===== config.mk =====
export PLATFORM = sky130hd
export DESIGN_NAME = dpsp_port
export DESIGN_NICKNAME = d
export VERILOG_FILES = /design/src/design/dpsp_pkg.sv /design/src/design/dpsp_port.sv /design/src/design/dpsp_fifo.sv
export SDC_FILE = /design/constraint.sdc
export NUM_CORES = 1
export LEC_CHECK = 0
export ABC_AREA = 1
export BUFFER_PORTS_ARGS = -buffer_cell sky130_fd_sc_hd__buf_2
export CORE_MARGIN = 2
export CORE_UTILIZATION = 45
export CTS_CLUSTER_SIZE = 10
export DETAILED_ROUTE_END_ITERATION = 8
export PLACE_DENSITY_LB_ADDON = 0.25
export SYNTH_ARGS = -nofsm -noshare
export SYNTH_HDL_FRONTEND = slang
export SYNTH_HIERARCHICAL = 1
export SYNTH_SLANG_ARGS = --single-unit

===== constraint.sdc =====
create_clock -name core_clk -period 6.6 [get_ports core_clk]
set_input_delay 0.99 -clock core_clk [delete_from_list [all_inputs] [get_ports core_clk]]
set_output_delay 0.99 -clock core_clk [all_outputs]
set_load 0.01 [all_outputs]

===== src/design/dpsp_pkg.sv =====
// Purpose: shared constants and types for the dual pot serial slave port
// Assumes: core_clk at 10 MHz
// Notes: serial pins are oversampled by core_clk
`default_nettype none
package dpsp_pkg;
	localparam int unsigned CLK_HZ = 10_000_000;
	localparam int unsigned NV_WRITE_MS = 20;
	localparam int unsigned NV_WRITE_CYC = NV_WRITE_MS * (CLK_HZ / 1000);
	localparam logic [4:0] ADDR_WIPER0 = 5'h00;
	localparam logic [4:0] ADDR_WIPER1 = 5'h01;
	localparam logic [4:0] ADDR_GP_LAST = 5'h0e;
	localparam logic [4:0] ADDR_RSVD = 5'h0f;
	localparam logic [4:0] ADDR_ACR = 5'h10;
	localparam int unsigned ACR_VOL_BIT = 7;
	localparam int unsigned ACR_SHDN_BIT = 6;
	localparam int unsigned ACR_WIP_BIT = 5;
	localparam int unsigned ACR_OD_BIT = 1;
	localparam logic [7:0] ACR_RESET = 8'h40;
	localparam logic [7:0] WIPER_RESET = 8'h80;
	localparam logic [2:0] OP_WRITE = 3'h3;
	localparam logic [2:0] OP_READ = 3'h4;
	localparam int unsigned FIFO_DEPTH = 32;
	typedef struct packed {
		logic [4:0] addr;
		logic [7:0] data;
	} dpsp_wr_t;
	typedef enum logic [1:0] {
		ST_WAIT_CS,
		ST_IDLE,
		ST_XFER
	} dpsp_state_t;
endpackage : dpsp_pkg
`default_nettype wire


===== src/design/dpsp_port.sv =====
// Purpose: slave serial port and register file of a dual digital potentiometer
// Assumes: serial pins come from another domain and are synchronised here
// Notes: writes queue in a fifo and commit only at chip select release
`default_nettype none
// Operation
// - sample input on rising clock, select low
// - shift read data on falling clock
// - control bit 1 selects open drain
// - output defaults to push pull
// - select low means active state
// - wait for first select fall
// - select high floats serial output
// - standby unless nonvolatile write running
// - wiper tap follows wiper register
// - nonvolatile write self timed after release
// - msb first, mode 0 slave
// - first byte: opcode then address
// - writes commit at select rise
// - write busy 20 ms, only control readable
module dpsp_port (
	input wire logic core_clk,
	input wire logic reset,
	input wire logic sck,
	input wire logic cs_n,
	input wire logic sdi,
	output logic sdo_o,
	output logic sdo_oe_n,
	output logic active,
	output logic [7:0] wiper_tap0,
	output logic [7:0] wiper_tap1,
	output logic shutdown
);
	logic [1:0] sck_s_q, cs_s_q, sdi_s_q;
	logic sck_prev_q, cs_prev_q;
	dpsp_pkg::dpsp_state_t st_q, st_d;
	logic [2:0] bit_q, bit_d;
	logic [7:0] sh_q, sh_d, instr_q, instr_d, rd_q, rd_d;
	logic have_instr_q, have_instr_d;
	logic [7:0] wiper_q [2];
	logic [7:0] wiper_d [2];
	logic [7:0] ivr_q [16];
	logic [7:0] acr_q, acr_d;
	logic [31:0] busy_q, busy_d;
	logic sdo_q, sdo_d, oe_n_q, oe_n_d, active_q, active_d;
	logic commit_q, commit_d;
	logic sdo_pin_q, sdo_pin_d, shdn_q, shdn_d;
	logic rise, fall, cs_fall, cs_rise, cs_low, byte_done;
	logic [7:0] byte_in;
	logic f_valid, f_ready, q_valid, q_ready, nv_wr;
	dpsp_pkg::dpsp_wr_t f_in, q_out;
	function automatic logic [7:0] reg_read(input logic [4:0] a, input logic [7:0] access_control_register,
		input logic [7:0] w0, input logic [7:0] w1, input logic [7:0] nv);
		logic [7:0] r;
		r = 8'h00;
		if (a == dpsp_pkg::ADDR_ACR)
			r = access_control_register;
		else if (a <= dpsp_pkg::ADDR_WIPER1 && access_control_register[dpsp_pkg::ACR_VOL_BIT])
			r = a[0] ? w1 : w0;
		else if (a <= dpsp_pkg::ADDR_GP_LAST && !access_control_register[dpsp_pkg::ACR_VOL_BIT])
			r = nv;
		return r;
	endfunction : reg_read
	assign cs_low = !cs_s_q[1];
	assign rise = sck_s_q[1] && !sck_prev_q;
	assign fall = !sck_s_q[1] && sck_prev_q;
	assign cs_fall = cs_prev_q && !cs_s_q[1];
	assign cs_rise = !cs_prev_q && cs_s_q[1];
	assign byte_in = {sh_q[6:0], sdi_s_q[1]};
	assign byte_done = rise && cs_low && bit_q == 3'h7;
	// write queue, drained only after select rises
	dpsp_fifo #(.WIDTH(13), .DEPTH(dpsp_pkg::FIFO_DEPTH)) u_fifo (
		.core_clk(core_clk),
		.reset(reset),
		.in_valid(f_valid),
		.in_ready(f_ready),
		.in_data(f_in),
		.out_valid(q_valid),
		.out_ready(q_ready),
		.out_data(q_out)
	);
	always_comb
	begin
		st_d = st_q;
		bit_d = bit_q;
		sh_d = sh_q;
		instr_d = instr_q;
		have_instr_d = have_instr_q;
		rd_d = rd_q;
		sdo_d = sdo_q;
		f_valid = 1'b0;
		f_in.addr = instr_q[4:0];
		f_in.data = byte_in;
		commit_d = commit_q;
		// transfer state: nothing starts before the first select fall
		case (st_q)
			dpsp_pkg::ST_WAIT_CS:
				if (cs_fall)
					st_d = dpsp_pkg::ST_XFER;
			dpsp_pkg::ST_IDLE:
				if (cs_fall)
					st_d = dpsp_pkg::ST_XFER;
			dpsp_pkg::ST_XFER:
				if (cs_rise)
					st_d = dpsp_pkg::ST_IDLE;
			default:
				st_d = dpsp_pkg::ST_WAIT_CS;
		endcase
		if (cs_fall)
		begin
			bit_d = 3'h0;
			have_instr_d = 1'b0;
			commit_d = 1'b0;
		end
		else if (st_q == dpsp_pkg::ST_XFER && rise && cs_low)
		begin
			sh_d = byte_in;
			bit_d = bit_q + 3'h1;
			if (byte_done && !have_instr_q)
			begin
				instr_d = byte_in;
				have_instr_d = 1'b1;
				rd_d = reg_read(byte_in[4:0], acr_q, wiper_q[0], wiper_q[1],
					ivr_q[byte_in[3:0]]);
				if (busy_q != 0 && byte_in[4:0] != dpsp_pkg::ADDR_ACR)
					rd_d = 8'h00;
			end
			else if (byte_done && instr_q[7:5] == dpsp_pkg::OP_WRITE && busy_q == 0)
				f_valid = f_ready;
		end
		if (st_q == dpsp_pkg::ST_XFER && fall && cs_low)
		begin
			if (have_instr_q && instr_q[7:5] == dpsp_pkg::OP_READ)
				sdo_d = rd_q[3'h7 - bit_q];
		end
		if (st_q == dpsp_pkg::ST_XFER && cs_rise)
			commit_d = 1'b1;
		if (!q_valid)
			commit_d = 1'b0;
	end
	assign q_ready = commit_q;
	assign nv_wr = q_valid && q_ready && q_out.addr <= dpsp_pkg::ADDR_GP_LAST
		&& !acr_q[dpsp_pkg::ACR_VOL_BIT];
	always_comb
	begin
		acr_d = acr_q;
		wiper_d = wiper_q;
		busy_d = busy_q;
		// self-timed write countdown, needs no serial clock
		if (busy_q != 0)
			busy_d = busy_q - 32'h1;
		if (q_valid && q_ready)
		begin
			if (q_out.addr == dpsp_pkg::ADDR_ACR)
			begin
				acr_d = q_out.data;
				acr_d[dpsp_pkg::ACR_WIP_BIT] = 1'b0;
				acr_d[4:2] = 3'h0;
				acr_d[0] = 1'b0;
			end
			else if (q_out.addr <= dpsp_pkg::ADDR_WIPER1)
				wiper_d[q_out.addr[0]] = q_out.data;
			if (nv_wr)
				busy_d = 32'(dpsp_pkg::NV_WRITE_CYC);
		end
		acr_d[dpsp_pkg::ACR_WIP_BIT] = busy_d != 0;
		// output: floated when deselected, open drain only drives low
		oe_n_d = 1'b1;
		if (cs_low && st_q == dpsp_pkg::ST_XFER)
			oe_n_d = acr_q[dpsp_pkg::ACR_OD_BIT] ? sdo_d : 1'b0;
		active_d = cs_low || busy_d != 0;
		// pins come straight from registers
		sdo_pin_d = acr_q[dpsp_pkg::ACR_OD_BIT] ? 1'b0 : sdo_d;
		shdn_d = !acr_d[dpsp_pkg::ACR_SHDN_BIT];
	end
	always_ff @(posedge core_clk)
	begin
		// two-flop synchronisers and edge history on the serial pins
		sck_s_q <= {sck_s_q[0], sck};
		cs_s_q <= {cs_s_q[0], cs_n};
		sdi_s_q <= {sdi_s_q[0], sdi};
		sck_prev_q <= sck_s_q[1];
		cs_prev_q <= cs_s_q[1];
		if (reset)
		begin
			st_q <= dpsp_pkg::ST_WAIT_CS;
			bit_q <= 3'h0;
			sh_q <= 8'h00;
			instr_q <= 8'h00;
			have_instr_q <= 1'b0;
			rd_q <= 8'h00;
			sdo_q <= 1'b0;
			oe_n_q <= 1'b1;
			active_q <= 1'b0;
			commit_q <= 1'b0;
			sdo_pin_q <= 1'b0;
			shdn_q <= !dpsp_pkg::ACR_RESET[dpsp_pkg::ACR_SHDN_BIT];
			acr_q <= dpsp_pkg::ACR_RESET;
			wiper_q[0] <= dpsp_pkg::WIPER_RESET;
			wiper_q[1] <= dpsp_pkg::WIPER_RESET;
			busy_q <= 32'h0;
		end
		else
		begin
			st_q <= st_d;
			bit_q <= bit_d;
			sh_q <= sh_d;
			instr_q <= instr_d;
			have_instr_q <= have_instr_d;
			rd_q <= rd_d;
			sdo_q <= sdo_d;
			oe_n_q <= oe_n_d;
			active_q <= active_d;
			commit_q <= commit_d;
			sdo_pin_q <= sdo_pin_d;
			shdn_q <= shdn_d;
			acr_q <= acr_d;
			wiper_q <= wiper_d;
			busy_q <= busy_d;
		end
		if (nv_wr && q_out.addr != dpsp_pkg::ADDR_RSVD)
			ivr_q[q_out.addr[3:0]] <= q_out.data;
	end
	assign sdo_o = sdo_pin_q;
	assign sdo_oe_n = oe_n_q;
	assign active = active_q;
	assign wiper_tap0 = wiper_q[0];
	assign wiper_tap1 = wiper_q[1];
	assign shutdown = shdn_q;
endmodule : dpsp_port
`default_nettype wire


===== src/design/dpsp_fifo.sv =====
// Purpose: write queue between serial receive and register commit
// Assumes: single clock
// Notes: width and depth are parameters
`default_nettype none
module dpsp_fifo #(
	parameter int unsigned WIDTH = 13,
	parameter int unsigned DEPTH = 32
) (
	input wire logic core_clk,
	input wire logic reset,
	input wire logic in_valid,
	output logic in_ready,
	input wire logic [WIDTH-1:0] in_data,
	output logic out_valid,
	input wire logic out_ready,
	output logic [WIDTH-1:0] out_data
);
	localparam int unsigned AW = $clog2(DEPTH);
	logic [WIDTH-1:0] mem [DEPTH];
	logic [AW:0] wp_q, wp_d, rp_q, rp_d;
	logic push, pop;
	always_comb
	begin
		push = in_valid && in_ready;
		pop = out_valid && out_ready;
		wp_d = push ? wp_q + 1'b1 : wp_q;
		rp_d = pop ? rp_q + 1'b1 : rp_q;
		in_ready = (wp_q - rp_q) != (AW + 1)'(DEPTH);
		out_valid = wp_q != rp_q;
		out_data = mem[rp_q[AW-1:0]];
	end
	always_ff @(posedge core_clk)
	begin
		if (reset)
		begin
			wp_q <= '0;
			rp_q <= '0;
		end
		else
		begin
			wp_q <= wp_d;
			rp_q <= rp_d;
		end
		if (push)
			mem[wp_q[AW-1:0]] <= in_data;
	end
endmodule : dpsp_fifo
`default_nettype wire


==> results of run 1 <==
## per-layer routing
layer	wire, um	vias up	GRT usage (%)
met5	10	-	0
met4	1810	2	7.67
met3	3730	100	3.56
met2	31100	508	33.6
met1	29800	9051	29.2
li1	-	8712	-
## metrics by stage
stage	instance area, um^2	setup WS, ps	std cells
2_1_floorplan	27600	3180	2425
3_3_place_gp	28500	2320	3150
3_5_place_dp	28500	2140	3150
4_1_cts	30700	2140	3269
5_1_grt	30700	1650	3269
6_report	30700	2030	3270
## placed cells by master, fill, tap and decap left out, types with 13 or more instances in the layout
| cell type | n |
|---|---|
| nor3_1 | 13 |
| a21oi_1 | 84 |
| nand3_1 | 117 |
| clkbuf_1 | 32 |
| o211ai_1 | 22 |
| inv_2 | 16 |
| nand2_1 | 333 |
| nor3_2 | 24 |
| nor2_1 | 395 |
| clkbuf_16 | 80 |
| o21a_1 | 14 |
| inv_1 | 97 |
| o21ai_1 | 20 |
| o221ai_1 | 93 |
| buf_2 | 24 |
| ha_1 | 13 |
| o21ai_0 | 156 |
| nand4_1 | 18 |
| nor2_2 | 14 |
| edfxtp_1 | 544 |
| o21bai_1 | 104 |
| buf_4 | 49 |
| dfxtp_1 | 107 |
## state kept, by name (all words and copies together) (netlist names), 3 cells and up, named ones only
name,cells
u_fifo/rp_q,6
sh_q,7
bit_q,3
rd_q,8
u_fifo/mem,416
busy_q,32
instr_q,8
wiper_tap1,8
acr_q,4
wiper_tap0,8
u_fifo/wp_q,6
ivr_q,128
## area by class of cell
type	instances	area, um^2	share of cell area, %
clock buffer	112	2120	6.91
clock inverter	7	65.1	0.212
multi-input combinational	1513	7940	25.9
inverter	124	473	1.54
antenna	1	2.50	0.00815
timing repair buffer	75	528	1.72
tap	782	978	3.19
sequential	656	18600	60.6
## cell families (layout without fill, tap and decap cells)
| kind of cell | after synthesis | count (layout) | share of synthesized area (%) |
|---|---|---|---|
| flops | 656 | 656 | 67.3 |
| fa+ha+maj | 13 | 13 | 0.589 |
| other cells | 1 | 9 | 0.0136 |
| simple gates | 945 | 945 | 14.5 |
| buf+inv | 256 | 318 | 4.48 |
| mux | 2 | 2 | 0.0725 |
| xor+xnor | 15 | 15 | 0.476 |
| compound gates | 530 | 530 | 12.6 |
## worst register-to-register path: cells and delay by family (launching register included)
family	cells	cell delay (ps)
AND/OR/NAND/NOR	8	1850
buffers and inverters	3	1120
flip-flops	1	710
AO/OA/AOI/OAI	2	520
## path summary, 6_finish.rpt
path | end | depth (start not counted) | startpoint
worst min-delay path | sdi_s_q[1]$_DFF_P_ | 0 | sdi_s_q[0]$_DFF_P_
worst max register to register | ivr_q[0][3]$_DFFE_PP_ | 13 | register
worst min register to register | sdi_s_q[1]$_DFF_P_ | 0 | sdi_s_q[0]$_DFF_P_
worst max-delay path | ivr_q[0][3]$_DFFE_PP_ | 13 | register
## power groups by stage
stage / Sequential (mW) / Clock (mW) / Combinational, mW
3_3_place_gp: 4.67 / 0 / 1.27
4_1_cts: 4.59 / 3.83 / 1.30
2_1_floorplan: 4.65 / 0 / 1.04
3_5_place_dp: 4.67 / 0 / 1.29
6_report: 4.59 / 3.76 / 1.30
5_1_grt: 4.60 / 4.00 / 1.49
==> run metrics, run 1 <==
status=completed; Flop pwr share=47.6%; CTS root buffer=clkbuf_16; aggregate routed wire length=66500 um; data arrival time of the worst path=4810 ps; total congestion overflow=0; final slew viol count=0; Rows=90; Leakage=10.6 nW; Avg Cell Area, Syn=11.4 um^2; via count=18400; Clock Tree Buf Depth=3; Tot Pwr=9.65 mW; TNS Setup=0 ps; slowest stage cell on the critical path=dfxtp_4; dominant cell type by area after synthesis=edfxtp_1; Die Footprint=63400 um^2; antenna-violating nets left=0; Clock Skews=26.5 ps; Critical Path RT=6840 ps; Total GRT Usage=21.1%; I/O pin count=25; startpoint types=register; Fillers=5181; # hold bufs at CTS=0; internal power=7.14 mW; reg2reg setup slack=2030 ps; share of cells above drive strength 1=9.89%; top cell type's share of synthesized area=59.2%; Finished Core Util=50.8%; Clk pwr share=38.9%; clock transition at the registers of the reported paths=50 ps; flop and latch count out of synthesis=656; cells after synthesis=2418; Core Region=60500 um^2; Combinational Power Share=13.5%; Hold Vio Cnt, Final=0; Max VDD drop=0.266 mV; Placer Congestion=0.891; Vias/cell=5.62; crit-path most repeated cell=nand2_1; Synth top cells by count=edfxtp_1, nor2_1, nand2_1, o21ai_0, nand3_1; RSZ-0062 raised after global routing=no; Switching Fraction=26.0%; Post-synth EDFFs=544; largest net degree at the start of global routing=143; Main synth FF type=edfxtp_1; CP top delay family=simple AND/OR/NAND/NOR gates; first-pass GRT wire length=103000 um; CTS H-Tree Depth=3; Worst Path Max Fanout=142; crit path buf inv count=3; CTS tree=built; die width=252 um; worst min path class=register to register; initial core utilization=45.7%; most numerous cell in the Yosys netlist=edfxtp_1; Slew HR=14.3%; number of CTS-inserted buffers=76; Final Critical Period=4570 ps; crit path cell chain=inv_6 -> buf_12 -> o21bai_1 -> o221ai_1 -> nand3_1 -> nand2_1 -> nand2_1 -> nand2_1 -> nor2_1 -> nand2_1 -> nor2_1 -> clkinv_1 -> nor2_1; initial antenna violation count=2; Pre-antenna DRT Iters=5; sequential area share after synthesis=67.3%; synthesized area=27600 um^2; P_sw=2.51 mW; vias in the first global route=18200; final clock period utilization by the worst path=69.2%; Pwr per Cell Area=314 nW/um^2; Die H=252 um; Routed wire per std cell=20.3 um; Clock Sinks=656; Yosys cell types=56; DRC viols=0; asr flop ratio synth=0%; FMAX=219 MHz; Hold Slack=323 ps; leading post-synthesis cells by cell area=edfxtp_1, dfxtp_1, nor2_1; # port buffers=24; Detail Placement HPWL=39400 um; Ys Warns=6; area delta synth->final=11.2%; Layout Nets=2464; Max stage delay on crit path=710 ps; Final setup viols=0; setup repair bufs after CTS=0; kind of critical path=register to register; Resized Gates After CTS=0; max_cap viols=0; later-pin clock latency in the skew report=620 ps; worst-margin pin slew=1280 ps; Initial DRC Count=1572; CP endpoint kind=register
(Power assumes the default switching activity.)
==> inputs of run 2 (changes only) <==
==> constraint.sdc (replaced) <==
create_clock -name core_clk -period 4 [get_ports core_clk]
set_input_delay 0.6 -clock core_clk [delete_from_list [all_inputs] [get_ports core_clk]]
set_output_delay 0.6 -clock core_clk [all_outputs]
set_load 0.01 [all_outputs]
==> run 2 against run 1 <==
Against the previous run: sequential cell count did not move; worst hold slack got worse by 220 ps; combinational power rose by 66%.
==> run metrics, run 2 (synthesis results as in run 1) <==
Hold Vio Cnt, Final=0 (unchanged); Critical Path RT=4230 ps (was 6840 ps); max_cap viols=0 (unchanged); Worst Path Max Fanout=19 (was 142); Pre-antenna DRT Iters=8 (was 5); Final setup viols=0 (unchanged); via count=18800 (was 18400); FMAX=276 MHz (was 219 MHz); clock transition at the registers of the reported paths=50 ps (about the same); hold_sp=sck (was sdi_s_q[0]$_DFF_P_); CTS H-Tree Depth=3 (unchanged); first-pass GRT wire length=106000 um (was 103000 um); # hold bufs at CTS=0 (unchanged); vias in the first global route=18600 (was 18200); startpoint types=register (unchanged); Slew HR=20.6% (was 14.3%); Final Critical Period=3630 ps (was 4570 ps); die width=252 um (unchanged); Detail Placement HPWL=41900 um (was 39400 um); later-pin clock latency in the skew report=620 ps (about the same); # port buffers=24 (unchanged); kind of critical path=register to register (unchanged); Die Footprint=63400 um^2 (unchanged); initial core utilization=45.7% (unchanged); Tot Pwr=15.8 mW (was 9.65 mW); Initial DRC Count=1864 (was 1572); aggregate routed wire length=68400 um (was 66500 um); reg2reg setup slack=370 ps (was 2030 ps); CTS tree=built (unchanged); Leakage=10.8 nW (was 10.6 nW); largest net degree at the start of global routing=175 (was 143); RSZ-0062 raised after global routing=no (unchanged); worst min path class=input pin to register (was register to register); Resized Gates After CTS=0 (unchanged); Clock Tree Buf Depth=3 (unchanged); Core Region=60500 um^2 (unchanged); Rows=90 (unchanged); Fillers=5213 (was 5181); Clock Skews=30.1 ps (was 26.5 ps); Hold Slack=104 ps (was 323 ps); final slew viol count=0 (unchanged); Clock Sinks=656 (unchanged); Total GRT Usage=21.7% (was 21.1%); CTS root buffer=clkbuf_16 (unchanged); data arrival time of the worst path=3860 ps (was 4810 ps); Max VDD drop=0.635 mV (was 0.266 mV); share of cells above drive strength 1=11.3% (was 9.89%); number of flip-flops in the largest register=416 (unchanged); Pwr per Cell Area=511 nW/um^2 (was 314 nW/um^2); Die H=252 um (unchanged); CP endpoint kind=register (unchanged); area delta synth->final=12.0% (was 11.2%); Vias/cell=5.70 (was 5.62); DRC viols=0 (unchanged); final clock period utilization by the worst path=90.6% (was 69.2%); worst-margin pin slew=1190 ps (was 1280 ps); Routed wire per std cell=20.7 um (was 20.3 um); Layout Nets=2505 (was 2464); setup repair bufs after CTS=0 (unchanged); antenna-violating nets left=0 (unchanged); most frequent cells in the layout=edfxtp_1, nor2_1, nand2_1 (unchanged); TNS Setup=0 ps (unchanged); number of CTS-inserted buffers=76 (unchanged); initial antenna violation count=0 (was 2); commonest non-fill, non-tap cell in the layout=edfxtp_1 (unchanged); total congestion overflow=0 (unchanged); status=completed (unchanged); I/O pin count=25 (unchanged); Placer Congestion=0.863 (was 0.891)
[run 2: cell types whose count changed in the layout (fill, tap and decap cells not counted), sizes merged]
cell    previous run  this run
clkbuf           112       104
clkinv            16        12
buf               75       116
inv              115       119
[run 2: layout make-up]
| cell class | instances | area [um^2] | share of cell area (%) |
|---|---|---|---|
| tap | 782 | 978 | 3.16 |
| sequential | 656 | 18600 | 60.1 |
| multi-input combinational | 1513 | 7940 | 25.7 |
| antenna | 1 | 2.50 | 0.00809 |
| clock inverter | 7 | 71.3 | 0.231 |
| timing repair buffer | 116 | 861 | 2.78 |
| inverter | 124 | 473 | 1.53 |
| clock buffer | 104 | 2020 | 6.52 |
[run 2: report_power, final]
| group | switching [mW] | internal (mW) | total, mW |
|---|---|---|---|
| registers | 0.138 | 7.44 | 7.57 |
| logic | 1.45 | 0.708 | 2.16 |
| clock network | 2.58 | 3.49 | 6.06 |
| total | 4.17 | 11.6 | 15.8 |
[run 2: worst paths after layout]
path         cells after the start                     to
max reg2reg                     12  ivr_q[0][5]$_DFFE_PP_
max                             12  ivr_q[0][5]$_DFFE_PP_
min reg2reg                      0      cs_s_q[1]$_DFF_P_
min                              1     sck_s_q[0]$_DFF_P_
[run 2: critical path: stages, from the launching register on]
cell      delay [ps]
dfxtp_2          330
inv_2            400
buf_4            360
o221ai_1         160
nand3_1          130
nand2_1           80
nand2_1           70
nand2_1          110
nor2_1           340
nand2_1          130
nor2_1           350
clkinv_1         180
nor2_1           580
[run 2: per-stage QoR]
stage / worst slack (ps) / utilization [%] / cells / instance area [um^2]
after global placement: 395 / 47.7 / 3191 / 28800
final: 374 / 51.1 / 3303 / 30900
after detailed placement: 383 / 47.7 / 3191 / 28800
after CTS: 374 / 51.1 / 3302 / 30900
after floorplan: 580 / - / 2425 / 27600
after global routing: 155 / 51.1 / 3302 / 30900
[run 2: routing by layer]
metal | vias to the layer above | global-route usage [%] | wire length [um]
met5 | - | 0 | 0
met4 | 0 | 7.82 | 1870
met3 | 116 | 2.97 | 3690
met2 | 565 | 35.5 | 32600
met1 | 9375 | 29.9 | 30300
li1 | 8775 | - | -
